==> src/design/tet_pkg.sv <==
// shared constants and filter decode for the external trigger timer block
package tet_pkg;

    localparam int unsigned APB_AW = 8;
    localparam int unsigned APB_DW = 32;

    localparam logic [7:0] OFS_CTRL_TWO   = 8'h04;
    localparam logic [7:0] OFS_SLAVE_MODE = 8'h08;
    localparam logic [7:0] OFS_COMM_REQ   = 8'h14;
    localparam logic [7:0] OFS_CH_STAGED  = 8'h20;
    localparam logic [7:0] OFS_CH_ACTIVE  = 8'h24;
    localparam logic [7:0] OFS_TRIG_STAT  = 8'h28;

    localparam int unsigned CT_PRELOAD_BIT = 0;
    localparam int unsigned CT_UPDSEL_BIT  = 2;
    localparam logic [31:0] CT_WR_MASK     = 32'h0000_0005;
    localparam logic [31:0] CT_RESET       = 32'h0000_0000;

    localparam int unsigned SMC_POL_BIT = 15;
    localparam int unsigned SMC_ECE_BIT = 14;
    localparam int unsigned SMC_PSC_LSB = 12;
    localparam int unsigned SMC_FLT_LSB = 8;
    localparam int unsigned SMC_MSS_BIT = 7;
    localparam int unsigned SMC_TSL_LSB = 4;
    localparam int unsigned SMC_SMO_LSB = 0;
    localparam logic [15:0] SMC_WR_MASK = 16'hfff7;
    localparam logic [15:0] SMC_TSL_MASK = 16'h0070;
    localparam logic [15:0] SMC_RESET   = 16'h0000;

    localparam int unsigned COMM_REQ_BIT = 0;

    localparam int unsigned CH_STRIDE   = 8;
    localparam int unsigned CH_OE_BIT   = 0;
    localparam int unsigned CH_CE_BIT   = 1;
    localparam int unsigned CH_MODE_LSB = 4;
    localparam int unsigned CH_MODE_W   = 3;
    localparam logic [7:0]  CH_WR_MASK  = 8'h73;

    localparam logic [2:0] SMO_INTERNAL = 3'h0;
    localparam logic [2:0] SMO_EXT_CLK1 = 3'h7;
    localparam logic [2:0] TSL_FILTERED = 3'h7;

    typedef struct packed {
        logic       use_dts;
        logic [2:0] div_log2;
        logic [3:0] n;
    } tet_flt_cfg_t;

    function automatic tet_flt_cfg_t tet_flt_decode(input logic [3:0] code);
        tet_flt_cfg_t c;
        c = '{use_dts: 1'b1, div_log2: 3'h0, n: 4'h1};
        case (code)
            4'h0: c = '{use_dts: 1'b1, div_log2: 3'h0, n: 4'h1};
            4'h1: c = '{use_dts: 1'b0, div_log2: 3'h0, n: 4'h2};
            4'h2: c = '{use_dts: 1'b0, div_log2: 3'h0, n: 4'h4};
            4'h3: c = '{use_dts: 1'b0, div_log2: 3'h0, n: 4'h8};
            4'h4: c = '{use_dts: 1'b1, div_log2: 3'h1, n: 4'h6};
            4'h5: c = '{use_dts: 1'b1, div_log2: 3'h2, n: 4'h6};
            4'h6: c = '{use_dts: 1'b1, div_log2: 3'h2, n: 4'h8};
            4'h7: c = '{use_dts: 1'b1, div_log2: 3'h2, n: 4'h8};
            4'h8: c = '{use_dts: 1'b1, div_log2: 3'h3, n: 4'h6};
            4'h9: c = '{use_dts: 1'b1, div_log2: 3'h3, n: 4'h8};
            4'ha: c = '{use_dts: 1'b1, div_log2: 3'h4, n: 4'h5};
            4'hb: c = '{use_dts: 1'b1, div_log2: 3'h4, n: 4'h6};
            4'hc: c = '{use_dts: 1'b1, div_log2: 3'h4, n: 4'h8};
            4'hd: c = '{use_dts: 1'b1, div_log2: 3'h5, n: 4'h5};
            4'he: c = '{use_dts: 1'b1, div_log2: 3'h5, n: 4'h6};
            4'hf: c = '{use_dts: 1'b1, div_log2: 3'h5, n: 4'h8};
            default: c = '{use_dts: 1'b1, div_log2: 3'h0, n: 4'h1};
        endcase
        return c;
    endfunction

endpackage

==> src/design/tet_flt_if.sv <==
// link between the trigger conditioning top and its digital filter
interface tet_flt_if;
    logic [3:0] code;
    logic       din;
    logic       dout;

    modport ctl  (output code, output din, input dout);
    modport filt (input code, input din, output dout);
endinterface

==> src/design/tet_ext_trig_filter.sv <==
// digital event-counter filter for the conditioned external trigger
module tet_ext_trig_filter #(
    parameter int unsigned DTS_DIV = 1
) (
    input wire logic ref_clk,
    input wire logic reset,
    tet_flt_if.filt  flt
);
    localparam int unsigned CW = 8;

    tet_pkg::tet_flt_cfg_t cfg;
    logic [CW-1:0]         period;
    logic [CW-1:0]         smp_cnt_ff;
    logic [CW-1:0]         nxt_smp_cnt;
    logic [3:0]            run_ff;
    logic [3:0]            nxt_run;
    logic                  out_ff;
    logic                  nxt_out;
    logic [3:0]            code_ff;
    logic                  code_chg;
    logic                  tick;
    logic                  mismatch;
    logic                  reached;

    assign cfg    = tet_pkg::tet_flt_decode(flt.code);
    assign period = (cfg.use_dts ? CW'(DTS_DIV) : CW'(1)) << cfg.div_log2;
    assign code_chg = code_ff != flt.code;
    assign tick     = smp_cnt_ff >= (period - CW'(1));
    assign nxt_smp_cnt = (tick || code_chg) ? '0 : smp_cnt_ff + CW'(1);

    // counts consecutive samples that disagree with the output
    assign mismatch = flt.din != out_ff;
    assign reached  = (run_ff + 4'h1) >= cfg.n;
    assign nxt_run  = code_chg ? 4'h0 :
                      !tick ? run_ff :
                      (!mismatch || reached) ? 4'h0 : run_ff + 4'h1;
    assign nxt_out  = (tick && mismatch && reached) ? flt.din : out_ff;
    assign flt.dout = out_ff;

    always_ff @(posedge ref_clk) begin
        if (reset) begin
            smp_cnt_ff <= '0;
            run_ff     <= 4'h0;
            out_ff     <= 1'b0;
            code_ff    <= 4'h0;
        end else begin
            smp_cnt_ff <= nxt_smp_cnt;
            run_ff     <= nxt_run;
            out_ff     <= nxt_out;
            code_ff    <= flt.code;
        end
    end
endmodule

==> src/design/tet_trig_top.sv <==
// external trigger conditioning and complementary channel preload control
// Function
// - preload on: channel enables and modes wait in shadow for commutation
// - update select 1: software or trigger rise commits; 0: software only
// - preload and update select touch only complementary channels
// - polarity bit 15 set inverts the external trigger pin
// - bit 14 set enables external clock mode 2 from conditioned trigger
// - both external clock modes on: filtered trigger clocks the counter
// - prescaler bits 13:12 divide trigger by 1, 2, 4 or 8
// - filter validates a transition after N consistent samples
// - code 0 no filter at dead-time rate; 1..3 kernel rate, N 2/4/8
// - codes 4, 5, 6 sample dead-time over 2, 4, 4 with N 6, 6, 8
// - codes 8, 9 dead-time over 8; next codes over 16, N 5, 6 or 8
// - codes 13, 14, 15 dead-time over 32 with N 5, 6, 8
// - trigger select 7 routes filtered trigger to trigger input
// - slave mode 7 clocks counter on trigger input rising edges
//
// The APB slave port was chosen for this implementation.
module tet_trig_top #(
    parameter int unsigned NUM_CH   = 4,
    parameter int unsigned NUM_COMP = 3,
    parameter int unsigned DTS_DIV  = 1
) (
    input  wire logic                      ref_clk,
    input  wire logic                      reset,
    input  wire logic                      psel,
    input  wire logic                      penable,
    input  wire logic                      pwrite,
    input  wire logic [7:0]                paddr,
    input  wire logic [31:0]               pwdata,
    output logic      [31:0]               prdata,
    output logic                           pready,
    output logic                           pslverr,
    input  wire logic                      ext_trig_pin,
    input  wire logic [3:0]                int_trig,
    input  wire logic                      ti1_edge,
    input  wire logic                      ti1_filtered,
    input  wire logic                      ti2_filtered,
    output logic                           ext_trig_filtered,
    output logic                           trigger_input,
    output logic                           trigger_rise,
    output logic                           ext_clk_tick,
    output logic                           comm_event,
    output logic                           master_slave_sync,
    output logic      [2:0]                slave_mode_select,
    output logic      [NUM_CH-1:0]         channel_out_en,
    output logic      [NUM_CH-1:0]         channel_comp_out_en,
    output logic      [NUM_CH*3-1:0]       channel_out_mode
);
    localparam int unsigned SW = NUM_CH * tet_pkg::CH_STRIDE;

    // register state
    logic [31:0]   ctrl_two_ff;
    logic [31:0]   nxt_ctrl_two;
    logic [15:0]   slave_mode_ff;
    logic [15:0]   nxt_slave_mode;
    logic [SW-1:0] ch_staged_ff;
    logic [SW-1:0] nxt_ch_staged;
    logic [SW-1:0] ch_active_word;
    logic [31:0]   prdata_ff;
    logic [31:0]   nxt_prdata;

    // decoded fields
    logic          cc_preload_ctrl;
    logic          cc_update_select;
    logic          ext_trig_polarity;
    logic          ext_clk2_enable;
    logic [1:0]    ext_trig_prescale;
    logic [3:0]    ext_trig_filter;
    logic [2:0]    trigger_select;
    logic [2:0]    slave_mode_cur;

    // bus decode
    logic          acc_phase;
    logic          setup_rd;
    logic          wr_en;
    logic          hit_ctrl_two;
    logic          hit_slave_mode;
    logic          hit_comm_req;
    logic          hit_ch_staged;
    logic          hit_ch_active;
    logic          hit_trig_stat;
    logic          addr_hit;
    logic [15:0]   smc_wdata;
    logic [15:0]   smc_tsl_src;
    logic [31:0]   rd_word;
    logic [31:0]   stat_word;

    // trigger path
    logic          pin_meta_ff;
    logic          pin_sync_ff;
    logic          pol_sig;
    logic          pol_prev_ff;
    logic          pol_rise;
    logic [2:0]    psc_cnt_ff;
    logic [2:0]    nxt_psc_cnt;
    logic          ext_trig_prescaled;
    logic          filt_prev_ff;
    logic          filt_rise;
    logic [7:0]    trig_src;
    logic          trig_in_ff;
    logic          trig_prev_ff;
    logic          nxt_clk_tick;
    logic          clk_tick_ff;
    logic          sw_comm;
    logic          comm_now;
    logic          comm_ff;

    tet_flt_if flt_bus ();

    assign cc_preload_ctrl   = ctrl_two_ff[tet_pkg::CT_PRELOAD_BIT];
    assign cc_update_select  = ctrl_two_ff[tet_pkg::CT_UPDSEL_BIT];
    assign ext_trig_polarity = slave_mode_ff[tet_pkg::SMC_POL_BIT];
    assign ext_clk2_enable   = slave_mode_ff[tet_pkg::SMC_ECE_BIT];
    assign ext_trig_prescale = slave_mode_ff[tet_pkg::SMC_PSC_LSB +: 2];
    assign ext_trig_filter   = slave_mode_ff[tet_pkg::SMC_FLT_LSB +: 4];
    assign trigger_select    = slave_mode_ff[tet_pkg::SMC_TSL_LSB +: 3];
    assign slave_mode_cur    = slave_mode_ff[tet_pkg::SMC_SMO_LSB +: 3];

    // ---------------- APB slave ----------------
    // zero wait states: read data is captured during the setup cycle
    assign acc_phase = psel && penable;
    assign setup_rd  = psel && !penable && !pwrite;
    assign wr_en     = acc_phase && pwrite;

    assign hit_ctrl_two   = paddr == tet_pkg::OFS_CTRL_TWO;
    assign hit_slave_mode = paddr == tet_pkg::OFS_SLAVE_MODE;
    assign hit_comm_req   = paddr == tet_pkg::OFS_COMM_REQ;
    assign hit_ch_staged  = paddr == tet_pkg::OFS_CH_STAGED;
    assign hit_ch_active  = paddr == tet_pkg::OFS_CH_ACTIVE;
    assign hit_trig_stat  = paddr == tet_pkg::OFS_TRIG_STAT;
    assign addr_hit = hit_ctrl_two || hit_slave_mode || hit_comm_req
                   || hit_ch_staged || hit_ch_active || hit_trig_stat;

    assign pready  = 1'b1;
    assign pslverr = acc_phase && !addr_hit;

    assign nxt_ctrl_two = (wr_en && hit_ctrl_two)
                        ? (pwdata & tet_pkg::CT_WR_MASK) : ctrl_two_ff;

    // trigger select may only change while slave mode reads internal clock
    assign smc_wdata   = pwdata[15:0] & tet_pkg::SMC_WR_MASK;
    assign smc_tsl_src = (slave_mode_cur == tet_pkg::SMO_INTERNAL)
                       ? smc_wdata : slave_mode_ff;
    assign nxt_slave_mode = (wr_en && hit_slave_mode)
                          ? ((smc_wdata & ~tet_pkg::SMC_TSL_MASK)
                             | (smc_tsl_src & tet_pkg::SMC_TSL_MASK))
                          : slave_mode_ff;

    assign nxt_ch_staged = (wr_en && hit_ch_staged)
                         ? (pwdata[SW-1:0]
                            & {NUM_CH{tet_pkg::CH_WR_MASK}})
                         : ch_staged_ff;

    // writing one requests a commutation; the register itself reads zero
    assign sw_comm = wr_en && hit_comm_req
                  && pwdata[tet_pkg::COMM_REQ_BIT];

    assign stat_word = {28'h000_0000, pol_sig, trig_in_ff,
                        ext_trig_prescaled, flt_bus.dout};

    assign rd_word = hit_ctrl_two   ? ctrl_two_ff :
                     hit_slave_mode ? {16'h0000, slave_mode_ff} :
                     hit_ch_staged  ? 32'(ch_staged_ff) :
                     hit_ch_active  ? 32'(ch_active_word) :
                     hit_trig_stat  ? stat_word :
                     32'h0000_0000;
    assign nxt_prdata = setup_rd ? rd_word : prdata_ff;
    assign prdata     = prdata_ff;

    always_ff @(posedge ref_clk) begin
        if (reset) begin
            ctrl_two_ff   <= tet_pkg::CT_RESET;
            slave_mode_ff <= tet_pkg::SMC_RESET;
            ch_staged_ff  <= '0;
            prdata_ff     <= 32'h0000_0000;
        end else begin
            ctrl_two_ff   <= nxt_ctrl_two;
            slave_mode_ff <= nxt_slave_mode;
            ch_staged_ff  <= nxt_ch_staged;
            prdata_ff     <= nxt_prdata;
        end
    end

    // ---------------- external trigger path ----------------
    // pin is asynchronous: two flops before anything looks at it
    always_ff @(posedge ref_clk) begin
        if (reset) begin
            pin_meta_ff <= 1'b0;
            pin_sync_ff <= 1'b0;
        end else begin
            pin_meta_ff <= ext_trig_pin;
            pin_sync_ff <= pin_meta_ff;
        end
    end

    assign pol_sig  = pin_sync_ff ^ ext_trig_polarity;
    assign pol_rise = pol_sig && !pol_prev_ff;

    // ripple of rising edges; bit k toggles every 2^k edges
    assign nxt_psc_cnt = pol_rise ? psc_cnt_ff + 3'h1 : psc_cnt_ff;
    assign ext_trig_prescaled = (ext_trig_prescale == 2'h0) ? pol_sig
                              : psc_cnt_ff[ext_trig_prescale - 2'h1];

    always_ff @(posedge ref_clk) begin
        if (reset) begin
            pol_prev_ff <= 1'b0;
            psc_cnt_ff  <= 3'h0;
        end else begin
            pol_prev_ff <= pol_sig;
            psc_cnt_ff  <= nxt_psc_cnt;
        end
    end

    // filter sits after the prescaler, so it sees the divided rate
    assign flt_bus.code = ext_trig_filter;
    assign flt_bus.din  = ext_trig_prescaled;

    tet_ext_trig_filter #(
        .DTS_DIV (DTS_DIV)
    ) u_filter (
        .ref_clk (ref_clk),
        .reset   (reset),
        .flt     (flt_bus.filt)
    );

    assign ext_trig_filtered = flt_bus.dout;
    assign filt_rise = flt_bus.dout && !filt_prev_ff;

    // ---------------- trigger input selection ----------------
    assign trig_src = {flt_bus.dout, ti2_filtered, ti1_filtered,
                       ti1_edge, int_trig};
    assign trigger_input = trig_in_ff;
    assign trigger_rise  = trig_in_ff && !trig_prev_ff;

    // mode 2 wins over mode 1 when both are on
    assign nxt_clk_tick = ext_clk2_enable ? filt_rise
                        : (slave_mode_cur == tet_pkg::SMO_EXT_CLK1)
                          && trigger_rise;
    assign ext_clk_tick = clk_tick_ff;

    always_ff @(posedge ref_clk) begin
        if (reset) begin
            filt_prev_ff <= 1'b0;
            trig_in_ff   <= 1'b0;
            trig_prev_ff <= 1'b0;
            clk_tick_ff  <= 1'b0;
        end else begin
            filt_prev_ff <= flt_bus.dout;
            trig_in_ff   <= trig_src[trigger_select];
            trig_prev_ff <= trig_in_ff;
            clk_tick_ff  <= nxt_clk_tick;
        end
    end

    assign master_slave_sync = slave_mode_ff[tet_pkg::SMC_MSS_BIT];
    assign slave_mode_select = slave_mode_cur;

    // ---------------- commutation and channel preload ----------------
    assign comm_now   = sw_comm || (cc_update_select && trigger_rise);
    assign comm_event = comm_ff;

    always_ff @(posedge ref_clk) begin
        if (reset) begin
            comm_ff <= 1'b0;
        end else begin
            comm_ff <= comm_now;
        end
    end

    genvar gi;
    generate
        for (gi = 0; gi < NUM_CH; gi++) begin : g_ch
            logic [4:0] stg;
            logic [4:0] act_ff;
            logic [4:0] nxt_act;
            logic       hold;

            assign stg = {
                ch_staged_ff[gi*tet_pkg::CH_STRIDE
                             + tet_pkg::CH_MODE_LSB +: 3],
                ch_staged_ff[gi*tet_pkg::CH_STRIDE + tet_pkg::CH_CE_BIT],
                ch_staged_ff[gi*tet_pkg::CH_STRIDE + tet_pkg::CH_OE_BIT]};

            // plain channels ignore preload entirely
            assign hold    = (gi < NUM_COMP) && cc_preload_ctrl;
            assign nxt_act = (!hold || comm_now) ? stg : act_ff;

            always_ff @(posedge ref_clk) begin
                if (reset) begin
                    act_ff <= 5'h00;
                end else begin
                    act_ff <= nxt_act;
                end
            end

            assign channel_out_en[gi]      = act_ff[0];
            assign channel_comp_out_en[gi] = act_ff[1];
            assign channel_out_mode[gi*3 +: 3] = act_ff[4:2];
            assign ch_active_word[gi*tet_pkg::CH_STRIDE +:
                                  tet_pkg::CH_STRIDE] =
                {1'b0, act_ff[4:2], 2'b00, act_ff[1:0]};
        end
    endgenerate

endmodule

==> config.mk <==
export PLATFORM = sky130hd
export DESIGN_NAME = tet_trig_top
export DESIGN_NICKNAME = d
export VERILOG_FILES = /design/src/design/tet_pkg.sv /design/src/design/tet_flt_if.sv /design/src/design/tet_ext_trig_filter.sv /design/src/design/tet_trig_top.sv
export SDC_FILE = /design/constraint.sdc
export NUM_CORES = 1
export LEC_CHECK = 0
export BUFFER_PORTS_ARGS = -buffer_cell sky130_fd_sc_hd__clkbuf_2
export CORE_MARGIN = 2
export CORE_UTILIZATION = 49
export DETAILED_ROUTE_END_ITERATION = 16
export GPL_ROUTABILITY_DRIVEN = 0
export PLACE_DENSITY = 0.78
export SLEW_MARGIN = 10
export SYNTH_ARGS = -nofsm -noshare
export SYNTH_HDL_FRONTEND = slang
export SYNTH_SLANG_ARGS = --single-unit
==> constraint.sdc <==
create_clock -name ref_clk -period 3 [get_ports ref_clk]
set_clock_uncertainty 0.1 [all_clocks]
set_input_delay 0.75 -clock ref_clk [delete_from_list [all_inputs] [get_ports ref_clk]]
set_output_delay 0.75 -clock ref_clk [all_outputs]
set_load 0.02 [all_outputs]
==> metrics <==
run status=finished clean; Initial Utilization=49.90%; I/O Buffers=101; Slew @ Worst Pin=0.7281 ns; ratio of cells with drive above 1 in the final layout=24.76%; die height=108.6 um; startpoint types=primary input; max_slew headroom=51.46%; Syn Std Cell Area=5361 sq um; post-DR wirelength/cell=16.52 um; Final ANT Viol Nets=0; # fillers=961; Area Growth Syn to Fin=23.85%; clock root buffer=clkbuf_8; antenna cells=0; Post-layout nets=804; Storage cell area=2362 sq um; initial antenna violation count=0; worst vdd ir=0.4167 mV; clock latency at the later pin of the worst-skew pair=0.53 ns; placed cell count=851; core area=10750 sq um; Detailed Routing Iterations Pass 1=6; crit path kind=in2out; fraction of registers with async set/reset=0%; max frequency=349.4 MHz; Setup-failing EPs final=0; grt total ovfl=0; Area contributors post-synth=dfxtp_1, nand2_1, ha_1; H-tree depth=4; vias in the first global route=4823; synth unique cells=57; P_leak=2.841 nW; final WL=14590 um; Max Cap Viol=0; most frequent CP cell=clkbuf_2; CP max stage delay=0.56 ns; Worst-path clk slew=0.06 ns; Multi-input gate area=2734 sq um; Vias/cell=5.553; vias post-DR=4903; RSZ-0062 raised after global routing=false; Seq cells post-synth=118; cts repair resizes=0; Non-Filler Instances=883; IO Count=116; Core Util, Final=61.80%; Rows=38; CP max-delay cell=or4b_4; die area=11790 sq um; sequential share of the synthesized area=44.06%; Detail Placement HPWL=10580 um; Post-synth top cells=dfxtp_1, nand2_1, nor2_1; # clock sinks=118; mean post-synth cell area=8.689 sq um; Post-route DRC=0; CP required=2.15 ns; post-CTS setup buffers=0; deepest clock path buffer count=2; Die Width=108.6 um; drt first-iter violations=381; share of the synthesized area in the top cell type=44.06%; first-pass GRT wire length=23140 um; WP data arrival=2.01 ns; TritonCTS clock tree=yes; total track usage=25.87%; hold_buf cts=0; Pins Over Slew Limit=0; Critical Path Sink Type=primary output; most frequent cell after synthesis=dfxtp_1; Syn. warnings=0; CP Max Fanout=7; Pwr per Cell Area=556.3 nW/um^2; largest net degree at the start of global routing=73; crit path time final=2.862 ns; Num CTS Buffers=17; worst min path class=in2reg; ys flop type=dfxtp_1; number of flops mapped to enable cells by yosys=0; largest area contributor in the netlist=dfxtp_1; Final Hold Fails=0; fin crit share=95.40%; CP cell instances=clkbuf_2 > or4b_4 > o21ai_0 > o2bb2ai_1 > a211oi_1 > clkbuf_2; TNS Setup=0 ns; Post-Synthesis Cells=617
-- metrics by stage --
| step | cell area (sq um) | hold slack (ns) | total power, mW | worst slack (ns) |
|---|---|---|---|---|
| floorplan | 5384 | 0.3138 | 1.708 | 0.1060 |
| global placement | 6071 | 0.3308 | 1.772 | 0.1759 |
| detailed placement | 6071 | 0.3356 | 1.777 | 0.1243 |
| CTS | 6640 | 0.3231 | 3.710 | 0.1440 |
| global route | 6640 | 0.3196 | 3.807 | 0.04655 |
| finish | 6640 | 0.3319 | 3.694 | 0.1380 |
-- per-layer routing --
metal	share of wire, %	global-route usage (%)	vias to the layer above
met2	50	44.64	197
met5	0	0	-
met4	2.6	11.45	0
met1	40	28.79	2324
met3	7.0	8.800	37
li1	-	-	2345
-- where the power goes --
part | total [mW] | internal [mW] | switching [mW] | leakage, nW
Sequential | 1.58 | 1.57 | 0.00632 | 0.952
Combinational | 0.165 | 0.0565 | 0.109 | 1.62
Clock | 1.95 | 1.19 | 0.757 | 0.266
-- placed cells by master (no fill, tap or decap), types with 3 or more instances in the layout --
master / n
conb_1: 8
mux2_2: 11
nor2b_1: 13
o21ai_0: 20
nor4_1: 4
a22oi_1: 16
and3_1: 5
a21oi_1: 49
inv_6: 4
or3_1: 6
xor2_1: 9
o22ai_1: 9
clkbuf_2: 100
a211oi_1: 3
nor2_1: 59
clkbuf_16: 16
nand3_1: 18
a31oi_1: 5
xnor2_1: 7
nand2b_1: 5
nand2_1: 106
dfxtp_1: 118
buf_4: 27
mux2i_1: 25
clkinvlp_4: 4
nor3_1: 6
and2_1: 3
inv_1: 18
ha_1: 21
-- path summary, 6_finish.rpt --
path | from | to | slack (ns) | cells after the start
setup reg to reg | u_filter.cfg[6]$_SDFF_PN0_ | u_filter.run_ff[2]$_SDFFE_PP0P_ | 0.35 | 8
setup / recovery | paddr[1] | pslverr | 0.14 | 6
hold / removal | ext_trig_pin | pin_meta_ff$_SDFF_PP0_ | 0.33 | 2
hold reg to reg | pin_meta_ff$_SDFF_PP0_ | pin_sync_ff$_SDFF_PP0_ | 0.34 | 1
-- state kept, by name, indices dropped and copies added, names as in the netlist, 2 cells and up --
register,count
psc_cnt_ff,3
u_filter.run_ff,4
u_filter.smp_cnt_ff,8
prdata,26
ctrl_two_ff,2
g_ch.act_ff,20
u_filter.code_ff,4
slave_mode_ff,15
ch_staged_ff,20
u_filter.cfg,7
-- worst max-delay path: cells and delay by family --
kind | cells | cell delay [ns]
AOI/OAI and AO/OA | 3 | 0.38
buffers and inverters | 2 | 0.32
and+or+nand+nor | 1 | 0.56
-- kinds of logic after synthesis --
kind of cell               share of synthesized area, %
and+or+nand+nor                                   21.12
AOI/OAI and AO/OA                                 13.70
DFF                                               44.06
buffers and inverters                             5.367
muxes                                             8.098
adders and majority gates                         4.901
xor gates and xnor gates                          2.614
other                                            0.1401
-- final cells by class --
class | instances | area share (%)
multi-input combinational | 445 | 41.17
tap | 140 | 2.638
clock inverter | 13 | 2.223
timing repair buffer | 129 | 10.97
clock buffer | 19 | 6.350
sequential | 118 | 35.58
inverter | 19 | 1.074
(Power assumes the default switching activity.)
